--- src/hw/rbd_pkg.sv ---
// Constants shared by the raw block diagnostic command decoder and its FIFO.
// Assumes one 25 MHz clock and byte-wide data paths on both sides.
package rbd_pkg;
    // ----------------------------------------------------------------
    // Command opcodes
    // ----------------------------------------------------------------
    localparam logic [7:0] OP_READ_FULL = 8'hF0;
    localparam logic [7:0] OP_READ_HEADERS = 8'hEE;
    localparam logic [7:0] OP_REFORMAT_TRACK = 8'hED;
    localparam logic [7:0] OP_WRITE_FULL = 8'hFC;

    // ----------------------------------------------------------------
    // Physical block layout
    // ----------------------------------------------------------------
    localparam logic [15:0] HDR_FIELD_LEN = 16'h0006;
    localparam logic [15:0] DATA_FIELD_LEN = 16'h0200;
    localparam logic [15:0] ECC_FIELD_LEN = 16'h0006;
    localparam logic [15:0] BLOCK_LEN = 16'h020C;
    localparam logic [15:0] DESC_REST_LEN = 16'h0008;
    localparam logic [15:0] TOTAL_AVAIL = DESC_REST_LEN + BLOCK_LEN;
    localparam logic [3:0] DESC_LEN = 4'hA;
    localparam logic [2:0] FD_BLOCK_HDR = 3'h1;
    localparam logic [2:0] FD_USER_DATA = 3'h2;
    localparam logic [2:0] FD_ECC = 3'h4;
    localparam logic [2:0] FD_END = 3'h0;

    // ----------------------------------------------------------------
    // Media operations requested from the read/write path
    // ----------------------------------------------------------------
    localparam logic [1:0] MOP_READ_BLOCK = 2'h0;
    localparam logic [1:0] MOP_READ_HEADERS = 2'h1;
    localparam logic [1:0] MOP_FORMAT = 2'h2;
    localparam logic [1:0] MOP_WRITE_BLOCK = 2'h3;

    // ----------------------------------------------------------------
    // Sense keys and FIFO shape
    // ----------------------------------------------------------------
    localparam logic [3:0] SK_NONE = 4'h0;
    localparam logic [3:0] SK_MEDIUM_ERROR = 4'h3;
    localparam logic [3:0] SK_ILLEGAL_REQUEST = 4'h5;
    localparam int FIFO_WIDTH = 8;
    localparam int FIFO_DEPTH = 32;
    localparam logic [15:0] ZERO_LEN = 16'h0000;

    typedef enum logic [3:0] {
        RBD_IDLE,
        RBD_MED_REQ,
        RBD_MED_ACK,
        RBD_HDR,
        RBD_STREAM,
        RBD_DRAIN,
        RBD_WR_DATA,
        RBD_WAIT_DONE,
        RBD_STATUS
    } rbd_state_t;
endpackage
--- src/hw/rbd_cmd.sv ---
// Decoder and data formatter for the raw block diagnostic commands.
// Assumes decoded CDB fields in, and a media path with ack/stream/done.
//
// What this block does
// - Ten-byte header precedes raw block image.
// - Raw read data cut at allocation length.
// - Block is 524 bytes: 6+512+6.
// - Total length counts eight bytes plus block.
// - Total length unchanged when data truncated.
// - Descriptors 001, 010, 100, end 000.
// - Field length gives bytes of its field.
// - End mark field length is zero.
// - Raw data returned uncorrected, as read.
// - Read headers returns requested header bytes.
// - Header data always starts at sector 0.
// - Physical headers: cylinder, head, sector ignored.
// - Logical headers address is a block address.
// - Zero allocation seeks, reads, sends nothing.
// - Reformat takes cylinder and head, formats.
// - Raw write uses initiator's exact bytes.
// - Raw write needs readable previous header.
// - Logical raw write: checks, first block.
// - Physical raw write: cylinder, head, sector.
// - Raw write length must be 524.
`timescale 1ns/1ns
module rbd_cmd (
    input wire logic clk,
    input wire logic nrst,
    input wire logic ce,
    input wire logic cmd_valid,
    output logic cmd_ready,
    input wire logic [7:0] cmd_opcode,
    input wire logic physical_address_flag,
    input wire logic [31:0] cmd_addr,
    input wire logic [15:0] cmd_len,
    output logic sts_valid,
    output logic sts_check,
    output logic [3:0] sts_sense_key,
    output logic tx_valid,
    input wire logic tx_ready,
    output logic [7:0] tx_data,
    input wire logic rx_valid,
    output logic rx_ready,
    input wire logic [7:0] rx_data,
    output logic med_req,
    output logic [1:0] med_op,
    output logic med_physical_address_flag,
    output logic [31:0] med_lba,
    output logic [15:0] med_cyl,
    output logic [7:0] med_head,
    output logic [7:0] med_sector,
    input wire logic med_ack,
    input wire logic med_prev_ok,
    input wire logic med_done,
    input wire logic med_rd_valid,
    output logic med_rd_ready,
    input wire logic [7:0] med_rd_data,
    input wire logic med_rd_last,
    output logic med_wr_valid,
    input wire logic med_wr_ready,
    output logic [7:0] med_wr_data,
    output logic med_wr_last
);
    rbd_pkg::rbd_state_t state;
    rbd_pkg::rbd_state_t next_state;
    logic [7:0] op;
    logic [15:0] alloc;
    logic [15:0] sent_cnt;
    logic [15:0] wr_cnt;
    logic [3:0] hdr_idx;
    logic [7:0] hdr_byte;
    logic keep, fifo_in_valid, fifo_in_ready;
    logic [7:0] fifo_in_data;
    logic rd_take, wr_full, rx_take, wr_pop, fail_check;
    logic [3:0] fail_key;

    // ----------------------------------------------------------------
    // Descriptive header bytes
    // ----------------------------------------------------------------
    // Built from constants so the figures cannot drift from the block shape.
    always_comb
    begin
        case (hdr_idx)
            4'h0: hdr_byte = rbd_pkg::TOTAL_AVAIL[15:8];
            4'h1: hdr_byte = rbd_pkg::TOTAL_AVAIL[7:0];
            4'h2: hdr_byte = {rbd_pkg::FD_BLOCK_HDR,
                              rbd_pkg::HDR_FIELD_LEN[12:8]};
            4'h3: hdr_byte = rbd_pkg::HDR_FIELD_LEN[7:0];
            4'h4: hdr_byte = {rbd_pkg::FD_USER_DATA,
                              rbd_pkg::DATA_FIELD_LEN[12:8]};
            4'h5: hdr_byte = rbd_pkg::DATA_FIELD_LEN[7:0];
            4'h6: hdr_byte = {rbd_pkg::FD_ECC,
                              rbd_pkg::ECC_FIELD_LEN[12:8]};
            4'h7: hdr_byte = rbd_pkg::ECC_FIELD_LEN[7:0];
            4'h8: hdr_byte = {rbd_pkg::FD_END, 5'h00};
            4'h9: hdr_byte = 8'h00;
            default: hdr_byte = 8'h00;
        endcase
    end

    // ----------------------------------------------------------------
    // Data path into the FIFO
    // ----------------------------------------------------------------
    // Bytes past the allocation are drained from the media but dropped.
    assign keep = sent_cnt < alloc;
    assign fifo_in_valid = ce && ((state == rbd_pkg::RBD_HDR && keep)
        || (state == rbd_pkg::RBD_STREAM && med_rd_valid && keep));
    assign fifo_in_data = (state == rbd_pkg::RBD_HDR) ? hdr_byte
        : med_rd_data;
    assign med_rd_ready = ce && (state == rbd_pkg::RBD_STREAM)
        && (fifo_in_ready || !keep);
    assign rd_take = med_rd_valid && med_rd_ready;

    rbd_fifo #(
        .WIDTH(rbd_pkg::FIFO_WIDTH),
        .DEPTH(rbd_pkg::FIFO_DEPTH)
    ) u_fifo (
        .clk(clk),
        .nrst(nrst),
        .ce(ce),
        .in_valid(fifo_in_valid),
        .in_ready(fifo_in_ready),
        .in_data(fifo_in_data),
        .out_valid(tx_valid),
        .out_ready(tx_ready),
        .out_data(tx_data)
    );

    // ----------------------------------------------------------------
    // Write path staging
    // ----------------------------------------------------------------
    // One staging byte keeps the media data output on a flip-flop.
    assign rx_ready = ce && (state == rbd_pkg::RBD_WR_DATA)
        && (wr_cnt != rbd_pkg::BLOCK_LEN) && (!wr_full || med_wr_ready);
    assign rx_take = rx_valid && rx_ready;
    assign med_wr_valid = ce && wr_full;
    assign wr_pop = med_wr_valid && med_wr_ready;
    assign cmd_ready = ce && (state == rbd_pkg::RBD_IDLE);

    // Bytes go to the media unaltered, header and ECC included.
    always_ff @(posedge clk)
    begin
        if (!nrst)
        begin
            wr_full <= 1'b0;
            med_wr_data <= 8'h00;
            med_wr_last <= 1'b0;
        end
        else if (ce)
        begin
            if (rx_take)
            begin
                wr_full <= 1'b1;
                med_wr_data <= rx_data;
                med_wr_last <= (wr_cnt == rbd_pkg::BLOCK_LEN - 16'h0001);
            end
            else if (wr_pop)
            begin
                wr_full <= 1'b0;
                med_wr_last <= 1'b0;
            end
        end
    end

    // ----------------------------------------------------------------
    // Sequencer
    // ----------------------------------------------------------------
    always_comb
    begin
        next_state = state;
        case (state)
            rbd_pkg::RBD_IDLE:
                if (cmd_valid && cmd_ready)
                begin
                    if (cmd_opcode == rbd_pkg::OP_WRITE_FULL
                        && cmd_len != rbd_pkg::BLOCK_LEN)
                        next_state = rbd_pkg::RBD_STATUS;
                    else if (cmd_opcode == rbd_pkg::OP_READ_FULL
                        || cmd_opcode == rbd_pkg::OP_READ_HEADERS
                        || cmd_opcode == rbd_pkg::OP_REFORMAT_TRACK
                        || cmd_opcode == rbd_pkg::OP_WRITE_FULL)
                        next_state = rbd_pkg::RBD_MED_REQ;
                    else
                        next_state = rbd_pkg::RBD_STATUS;
                end
            rbd_pkg::RBD_MED_REQ:
                next_state = (op == rbd_pkg::OP_REFORMAT_TRACK)
                    ? rbd_pkg::RBD_WAIT_DONE : rbd_pkg::RBD_MED_ACK;
            rbd_pkg::RBD_MED_ACK:
                if (med_ack)
                begin
                    if (op == rbd_pkg::OP_READ_HEADERS)
                        next_state = rbd_pkg::RBD_STREAM;
                    else if (!med_prev_ok)
                        next_state = rbd_pkg::RBD_STATUS;
                    else if (op == rbd_pkg::OP_WRITE_FULL)
                        next_state = rbd_pkg::RBD_WR_DATA;
                    else
                        next_state = rbd_pkg::RBD_HDR;
                end
            rbd_pkg::RBD_HDR:
                if (hdr_idx == rbd_pkg::DESC_LEN - 4'h1
                    && (fifo_in_ready || !keep))
                    next_state = rbd_pkg::RBD_STREAM;
            rbd_pkg::RBD_STREAM:
                if (rd_take && med_rd_last)
                    next_state = rbd_pkg::RBD_DRAIN;
            rbd_pkg::RBD_DRAIN:
                if (!tx_valid)
                    next_state = rbd_pkg::RBD_STATUS;
            rbd_pkg::RBD_WR_DATA:
                if (wr_cnt == rbd_pkg::BLOCK_LEN && !wr_full)
                    next_state = rbd_pkg::RBD_WAIT_DONE;
            rbd_pkg::RBD_WAIT_DONE:
                if (med_done)
                    next_state = rbd_pkg::RBD_STATUS;
            rbd_pkg::RBD_STATUS:
                next_state = rbd_pkg::RBD_IDLE;
            default:
                next_state = rbd_pkg::RBD_IDLE;
        endcase
    end

    always_ff @(posedge clk)
    begin
        if (!nrst)
            state <= rbd_pkg::RBD_IDLE;
        else if (ce)
            state <= next_state;
    end

    // ----------------------------------------------------------------
    // Command capture and media addressing
    // ----------------------------------------------------------------
    // Request fields hold until the next command, so late sampling is safe.
    always_ff @(posedge clk)
    begin
        if (!nrst)
        begin
            op <= 8'h00;
            alloc <= rbd_pkg::ZERO_LEN;
            med_op <= rbd_pkg::MOP_READ_BLOCK;
            med_physical_address_flag <= 1'b0;
            med_lba <= 32'h00000000;
            med_cyl <= 16'h0000;
            med_head <= 8'h00;
            med_sector <= 8'h00;
        end
        else if (ce && cmd_valid && cmd_ready)
        begin
            op <= cmd_opcode;
            alloc <= cmd_len;
            med_lba <= cmd_addr;
            med_cyl <= cmd_addr[31:16];
            med_head <= cmd_addr[15:8];
            med_sector <= cmd_addr[7:0];
            med_physical_address_flag <= physical_address_flag;
            case (cmd_opcode)
                rbd_pkg::OP_READ_HEADERS:
                begin
                    med_op <= rbd_pkg::MOP_READ_HEADERS;
                    med_sector <= 8'h00;
                end
                rbd_pkg::OP_REFORMAT_TRACK:
                begin
                    med_op <= rbd_pkg::MOP_FORMAT;
                    med_physical_address_flag <= 1'b1;
                    med_sector <= 8'h00;
                end
                rbd_pkg::OP_WRITE_FULL:
                    med_op <= rbd_pkg::MOP_WRITE_BLOCK;
                default:
                    med_op <= rbd_pkg::MOP_READ_BLOCK;
            endcase
        end
    end

    // Request pulse for one cycle on entry to the media request state.
    always_ff @(posedge clk)
    begin
        if (!nrst)
            med_req <= 1'b0;
        else if (ce)
            med_req <= (next_state == rbd_pkg::RBD_MED_REQ);
    end

    // ----------------------------------------------------------------
    // Counters
    // ----------------------------------------------------------------
    // Sent count spans header and block, so a tiny allocation cuts the header.
    always_ff @(posedge clk)
    begin
        if (!nrst || (ce && state == rbd_pkg::RBD_IDLE))
        begin
            sent_cnt <= rbd_pkg::ZERO_LEN;
            hdr_idx <= 4'h0;
            wr_cnt <= rbd_pkg::ZERO_LEN;
        end
        else if (ce)
        begin
            if (state == rbd_pkg::RBD_HDR && (fifo_in_ready || !keep))
                hdr_idx <= hdr_idx + 4'h1;
            if (fifo_in_valid && fifo_in_ready)
                sent_cnt <= sent_cnt + 16'h0001;
            if (rx_take)
                wr_cnt <= wr_cnt + 16'h0001;
        end
    end

    // ----------------------------------------------------------------
    // Status
    // ----------------------------------------------------------------
    // A failure is latched when seen; the status pulse reports it once.
    always_ff @(posedge clk)
    begin
        if (!nrst)
        begin
            fail_check <= 1'b0;
            fail_key <= rbd_pkg::SK_NONE;
        end
        else if (ce)
        begin
            if (state == rbd_pkg::RBD_IDLE && cmd_valid)
            begin
                fail_check <= (next_state == rbd_pkg::RBD_STATUS);
                fail_key <= (next_state == rbd_pkg::RBD_STATUS)
                    ? rbd_pkg::SK_ILLEGAL_REQUEST : rbd_pkg::SK_NONE;
            end
            else if (state == rbd_pkg::RBD_MED_ACK && med_ack
                && next_state == rbd_pkg::RBD_STATUS)
            begin
                fail_check <= 1'b1;
                fail_key <= rbd_pkg::SK_MEDIUM_ERROR;
            end
        end
    end

    always_ff @(posedge clk)
    begin
        if (!nrst)
        begin
            sts_valid <= 1'b0;
            sts_check <= 1'b0;
            sts_sense_key <= rbd_pkg::SK_NONE;
        end
        else if (ce)
        begin
            sts_valid <= (state == rbd_pkg::RBD_STATUS);
            if (state == rbd_pkg::RBD_STATUS)
            begin
                sts_check <= fail_check;
                sts_sense_key <= fail_key;
            end
        end
    end
endmodule

--- src/hw/rbd_fifo.sv ---
// Byte FIFO that stands between the media read stream and the initiator.
// Assumes the clock enable freezes both pointers and the storage together.
`timescale 1ns/1ns
module rbd_fifo #(
    parameter int WIDTH = 8,
    parameter int DEPTH = 32
) (
    input wire logic clk,
    input wire logic nrst,
    input wire logic ce,
    input wire logic in_valid,
    output logic in_ready,
    input wire logic [WIDTH-1:0] in_data,
    output logic out_valid,
    input wire logic out_ready,
    output logic [WIDTH-1:0] out_data
);
    localparam int AW = $clog2(DEPTH);

    logic [WIDTH-1:0] mem [DEPTH];
    logic [AW-1:0] wr_ptr;
    logic [AW-1:0] rd_ptr;
    logic [AW:0] count;
    logic push;
    logic pop;

    // ----------------------------------------------------------------
    // Handshakes
    // ----------------------------------------------------------------
    // Ready and valid drop while frozen so no byte moves on a dead cycle.
    assign in_ready = ce && (count != (AW+1)'(DEPTH));
    assign out_valid = ce && (count != '0);
    assign push = in_valid && in_ready;
    assign pop = out_valid && out_ready;
    assign out_data = mem[rd_ptr];

    // Storage is written only on an accepted byte.
    always_ff @(posedge clk)
    begin
        if (ce && push)
        begin
            mem[wr_ptr] <= in_data;
        end
    end

    // Pointers wrap naturally because the depth is a power of two.
    always_ff @(posedge clk)
    begin
        if (!nrst)
        begin
            wr_ptr <= '0;
            rd_ptr <= '0;
            count <= '0;
        end
        else if (ce)
        begin
            if (push)
            begin
                wr_ptr <= wr_ptr + 1'b1;
            end
            if (pop)
            begin
                rd_ptr <= rd_ptr + 1'b1;
            end
            if (push && !pop)
            begin
                count <= count + 1'b1;
            end
            else if (pop && !push)
            begin
                count <= count - 1'b1;
            end
        end
    end
endmodule

--- config.mk ---
export PLATFORM = sky130hd
export DESIGN_NAME = rbd_cmd
export DESIGN_NICKNAME = d
export VERILOG_FILES = /design/src/hw/rbd_pkg.sv /design/src/hw/rbd_cmd.sv /design/src/hw/rbd_fifo.sv
export SDC_FILE = /design/constraint.sdc
export NUM_CORES = 1
export LEC_CHECK = 0
export BUFFER_PORTS_ARGS = -buffer_cell sky130_fd_sc_hd__buf_4
export CAP_MARGIN = 20
export CORE_UTILIZATION = 25
export DETAILED_ROUTE_END_ITERATION = 16
export SYNTH_ARGS = -nofsm -noshare
export SYNTH_HDL_FRONTEND = slang
export SYNTH_SLANG_ARGS = --single-unit
--- constraint.sdc ---
create_clock -name clk -period 9 [get_ports clk]
set_clock_uncertainty 0.1 [all_clocks]
set_input_delay 1.8 -clock clk [delete_from_list [all_inputs] [get_ports clk]]
set_output_delay 1.8 -clock clk [all_outputs]
set_load 0.01 [all_outputs]
==> impl_metrics.yaml, run 1 <==
critical_path:
  cp_slowest_cell: "buf_4"
  arrival_ns: 3.60
  crit_chain: "buf_4, mux4_2, mux4_2, mux2_2, buf_4"
  crit_type: "flop to output port"
  cp_slowest_stage_delay_ns: 0.79
  reg2reg_depth: 17
  crit_required_ns: 7.10
  critPathLaunchType: "flop"
  worst-path-max-fanout: 48
  endpoint_kind: "output port"
floorplan:
  initial_core_util_pct: 25.3
  die_x_um: 265
  die_y_um: 265
  ios: 181
  std_cell_rows: 96
  coreArea_um2: 68600
  dieArea_um2: 70400
detailed_routing:
  post-route-drc-count: 0
  avgRoutedWirePerCell_um: 17.4
  drt_iter0_markers: 791
  vias_per_cell: 4.47
  num_vias: 10800
  drtPass1Iterations: 4
  ant_nets: 0
  drt-total-wl_um: 41900
clock_tree:
  cts_tree: "done"
  ctsHoldBuffers: 0
  clockRootBuffer: "clkbuf_16"
  cts-resized-gates: 0
  post_cts_buffers: 0
  clkTransAtPathRegs_ns: 0.06
  cts.path.max_buffers: 3
  cts_buffers: 46
  cts_max_level: 2
  clock-sinks: 408
  clock_insertion_delay_worst_skew_ns: 0.59
run:
  maxCapViolCount: 0
power:
  p_leak_nw: 7.16
  power.internal_w: 0.00339
  seqPwrFrac_pct: 46.6
  power_w: 0.00434
  peakVddDrop_uv: 137
  swShare_pct: 21.9
  cellPowerDensity_nw_per_um2: 204
  clkPwrFrac_pct: 47.7
  combPwrFrac_pct: 5.7
  p_switching_w: 0.000953
synthesis:
  synth_async_sr_flop_share_pct: 0
  yosys.cell_types.count: 77
  netlist_top_cells_area: "edfxtp_1 (44%), dfxtp_1 (18%), mux4_2 (10%)"
  ys_seq_area_share_pct: 61.9
  synth.ff_latch_count: 408
  synthAdderAreaFrac_pct: 2.35
  synth_area_um2: 17300
  synthFlopType: "edfxtp_1"
  ys_warn_count: 0
  synth-xor-area-share_pct: 1.92
  synthMuxAreaShare_pct: 12.1
  synth_compound_gate_area_share_pct: 6.44
  syn_inst: 1287
  syn_nets: 1404
  synth_area_per_cell_um2: 13.5
  synthSimpleGateAreaFrac_pct: 11.8
  synth_top_family_by_area: "multiplexers"
  netlist.area_leader.share_pct: 44.4
  synth-edff-count: 256
  synth_top_area_cell: "edfxtp_1"
sta:
  grt_setup_unrepaired: "no"
  final_max_slew_viol_count: 0
  finalSetupViolations: 0
  fin_crit_sh_pct: 61.1
  hold_viol: 0
  fmax_mhz: 182
  period_needed_ns: 5.50
  worstMarginPinSlew_ns: 1.09
  maxSlewHeadroom_pct: 27.0
  tns_ns: 0
  whs_ns: 0.363
global_route:
  overflow: 0
  antenna_found_initial: 1
  grt_usage_pct: 11.8
  grt_pass1_wl_um: 63800
  grt_pass1_vias: 10800
  grt_max_degree: 110
placement:
  dp_hpwl_um: 27600
  gp_congestion: 0.819
  io_buffer_count: 179
cells_and_area:
  drive_above_1_share_pct: 27.3
  multi_input_comb_area_um2: 6010
  final_nets: 1561
  fillers: 6826
  syn_to_final_growth_pct: 23.0
  mostFrequentLayoutCell: "edfxtp_1"
  final-seq-area_um2: 10700
  final_cell_mix: "edfxtp_1 (256), buf_4 (189), nand2_1 (176), dfxtp_1 (149)"
status:
  status: "finished, final reports clean"
hold_path:
  whs_path_depth: 2
  hold_class: "flop to flop"
-- state kept, by name (all words and copies together), names as in the netlist, 4 cells and up, named ones only --
name	flops
u_fifo.wr_ptr	5
hdr_byte	6
med_sector	8
med_wr_data	8
med_lba	32
u_fifo.mem	256
u_fifo.count	6
wr_cnt	16
alloc	16
sent_cnt	16
op	8
u_fifo.rd_ptr	5
state	4
hdr_idx	4
-- worst max-delay path, delay by kind of cell (launching register included) --
kind / cells / cell delay, ns
muxes: 3 / 1.42
buffers and inverters: 2 / 0.95
DFF: 1 / 0.57
-- routing by layer --
| metal | track usage (%) | part of all wire (%) | up-vias |
|---|---|---|---|
| met5 | 0 | 0 | - |
| met4 | 3.33 | 2.2 | 0 |
| met3 | 3.25 | 7.6 | 60 |
| met2 | 19.1 | 47 | 353 |
| met1 | 15.3 | 43 | 5333 |
| li1 | - | - | 5049 |
-- metrics by stage --
step	cells	utilization [%]	setup slack, ns	cell area (um^2)
after floorplan	1287	-	4.56	17300
after global placement	2312	28.3	4.07	19400
after detailed placement	2313	28.3	4.01	19400
after CTS	2399	30.8	3.35	21100
after global routing	2413	31.1	3.23	21300
final	2414	31.1	3.50	21300
-- power by group through the flow --
stage	logic [W]	registers, W	clock network (W)
finish	0.000249	0.00202	0.00207
global route	0.000274	0.00203	0.00219
CTS	0.000252	0.00202	0.00212
detailed placement	0.000251	0.00206	0
global placement	0.000245	0.00206	0
floorplan	0.000157	0.00206	0
-- cell usage after synthesis (3+ instances only) --
| library cell | number |
|---|---|
| a211oi_1 | 3 |
| a21boi_0 | 69 |
| a21boi_1 | 3 |
| a21oi_1 | 20 |
| a22oi_1 | 8 |
| and2_1 | 13 |
| and3_1 | 12 |
| and4_1 | 5 |
| buf_1 | 16 |
| buf_2 | 4 |
| buf_4 | 26 |
| clkbuf_1 | 42 |
| dfxtp_1 | 152 |
| edfxtp_1 | 256 |
| ha_1 | 31 |
| inv_1 | 30 |
| mux2_2 | 14 |
| mux2i_1 | 13 |
| mux4_2 | 80 |
| nand2_1 | 177 |
| nand2b_1 | 12 |
| nand3_1 | 22 |
| nand3b_1 | 3 |
| nand4_1 | 21 |
| nor2_1 | 80 |
| nor2b_1 | 20 |
| nor3_1 | 10 |
| nor4_1 | 6 |
| o21a_1 | 6 |
| o21ai_0 | 21 |
| o221a_2 | 3 |
| or3_1 | 11 |
| or4_1 | 3 |
| xnor2_1 | 17 |
| xor2_1 | 21 |
-- cell type report --
cell class              instances  share of cell area [%]
diodes                          1                  0.0117
clock buffers                  54                    5.64
clock inverters                32                    2.37
inverters                      30                   0.528
multi-input cells             756                    28.2
flip-flops and latches        408                    50.4
well taps                     931                    5.47
repair buffers                202                    7.38
-- logic make-up (layout without fill, tap and decap cells) --
| family | Yosys count | count (layout) |
|---|---|---|
| XOR/XNOR | 38 | 38 |
| adder cells (fa/ha/maj) | 32 | 32 |
| flip-flops | 408 | 408 |
| buffers and inverters | 123 | 318 |
| other | 1 | 2 |
| multiplexers | 107 | 107 |
| AO/OA/AOI/OAI | 157 | 157 |
| AND/OR/NAND/NOR | 421 | 421 |
-- path summary, 6_finish.rpt --
path / from / slack [ns] / endpoint
max reg2reg: alloc[15] / 5.14 / u_fifo.count[5]
min reg2reg: med_wr_data[6] / 0.36 / med_wr_data[6]
min: med_wr_data[6] / 0.36 / med_wr_data[6]
max: flop / 3.50 / tx_data[7]
Power figures use the tool's default switching activity.
==> inputs of run 2 (changes only) <==
==> constraint.sdc (replaced) <==
create_clock -name clk -period 5.64 [get_ports clk]
set_clock_uncertainty 0.1 [all_clocks]
set_input_delay 1.128 -clock clk [delete_from_list [all_inputs] [get_ports clk]]
set_output_delay 1.128 -clock clk [all_outputs]
set_load 0.01 [all_outputs]
==> run 2 against run 1 <==
  * Sequential share of layout area grew 0.72 points
  * Highest routed layer unchanged
  * Via count shrank 0.12%
  * Combinational power grew 58%
  * Final area shrank 1.4%
==> impl_metrics.yaml, run 2 (synthesis results as in run 1) <==
status:
  status: "finished, final reports clean"
cells_and_area:
  drive_above_1_share_pct: 26.3
  layout_top_registers: "u_fifo.mem x256, med_lba x32"
  final_nets: 1558
  mostFrequentLayoutCell: "edfxtp_1"
  top_register: "u_fifo.mem"
  syn_to_final_growth_pct: 21.2
  largest_reg_flops: 256
  antenna_cells: 0
  final_cell_mix: "edfxtp_1 (256), buf_4 (189), nand2_1 (176), dfxtp_1 (150)"
  design_area_um2: 21000
  utilization_pct: 30.6
critical_path:
  crit_required_ns: 4.41
  arrival_ns: 3.34
  critPathLaunchType: "flop"
  reg2reg_depth: 17
  rrSetupSlack_ns: 1.83
  worst-path-max-fanout: 39
  endpoint_kind: "output port"
  crit_type: "flop to output port"
  r2r-start: "alloc[15]"
detailed_routing:
  drt_iter0_markers: 702
  avgRoutedWirePerCell_um: 17.3
  num_vias: 10800
  post-route-drc-count: 0
  vias_per_cell: 4.49
  drt-total-wl_um: 41700
  ant_nets: 0
  drtPass1Iterations: 5
clock_tree:
  clock_insertion_delay_worst_skew_ns: 0.59
  cts_tree: "done"
  cts_buffers: 44
  cts_max_level: 2
  clockRootBuffer: "clkbuf_16"
  ctsHoldBuffers: 0
  post_cts_buffers: 0
  clkTransAtPathRegs_ns: 0.06
  clock-sinks: 408
  cts-resized-gates: 0
  cts.path.max_buffers: 3
global_route:
  overflow: 0
  grt_pass1_wl_um: 64000
  grt_pass1_vias: 11000
  grt_usage_pct: 11.8
  antenna_found_initial: 0
  grt_max_degree: 109
placement:
  gp_congestion: 0.801
  io_buffer_count: 179
  dp_hpwl_um: 27500
  place_area_um2: 19500
sta:
  maxSlewHeadroom_pct: 22.8
  tns_ns: 0
  fin_crit_sh_pct: 80.9
  period_needed_ns: 4.56
  worstMarginPinSlew_ns: 1.15
  finalSetupViolations: 0
  grt_setup_unrepaired: "no"
  hold_viol: 0
  whs_ns: 0.362
  final_max_slew_viol_count: 0
  fmax_mhz: 219
floorplan:
  die_x_um: 265
  dieArea_um2: 70400
  initial_core_util_pct: 25.3
  ios: 181
  coreArea_um2: 68600
  std_cell_rows: 96
  die_y_um: 265
hold_path:
  hold_class: "flop to flop"
  hold_path_startpoint: "med_wr_data[0]"
  whs_path_depth: 2
power:
  cellPowerDensity_nw_per_um2: 306
  p_leak_nw: 7.02
  power_w: 0.00642
  peakVddDrop_uv: 223
run:
  maxCapViolCount: 0
## run 2: critical path: stages, from the launching register on
cell and delay [ns]:
dfxtp_4 0.91, buf_12 0.32, mux4_2 0.54, mux4_2 0.48
mux2_2 0.32, buf_4 0.15
## run 2: worst paths after layout
path,to
setup reg to reg,u_fifo.count[5]
hold / removal,med_wr_data[0]
setup / recovery,tx_data[4]
hold reg to reg,med_wr_data[0]
## run 2: metal layers
| metal | global-route usage [%] | share of wire (%) | vias up |
|---|---|---|---|
| li1 | - | - | 5023 |
| met1 | 15.4 | 44 | 5378 |
| met2 | 19.3 | 47 | 333 |
| met3 | 2.98 | 7.0 | 48 |
| met4 | 3.14 | 1.8 | 0 |
| met5 | 0 | 0 | - |
## run 2: final cells by class
class | count | area (um^2)
fill | 6797 | 47600
sequential | 408 | 10700
multi-input combinational | 756 | 6010
timing repair buffer | 201 | 1590
clock buffer | 55 | 1190
tap | 931 | 1160
clock inverter | 22 | 201
inverter | 30 | 113
## run 2: through the flow
| stage | worst slack [ns] | instances |
|---|---|---|
| after detailed placement | 1.62 | 2316 |
| after CTS | 0.966 | 2393 |
| after global placement | 1.67 | 2314 |
| after global routing | 0.856 | 2403 |
| after floorplan | 1.95 | 1287 |
| final | 1.08 | 2403 |
## run 2: power breakdown
part	total (W)	internal, W	leakage (nW)	switching, W
Combinational	0.000393	0.000196	2.81	0.000198
Clock	0.00279	0.00159	0.681	0.00119
Sequential	0.00324	0.00320	3.53	0.0000393
Total	0.00642	0.00499	7.02	0.00143
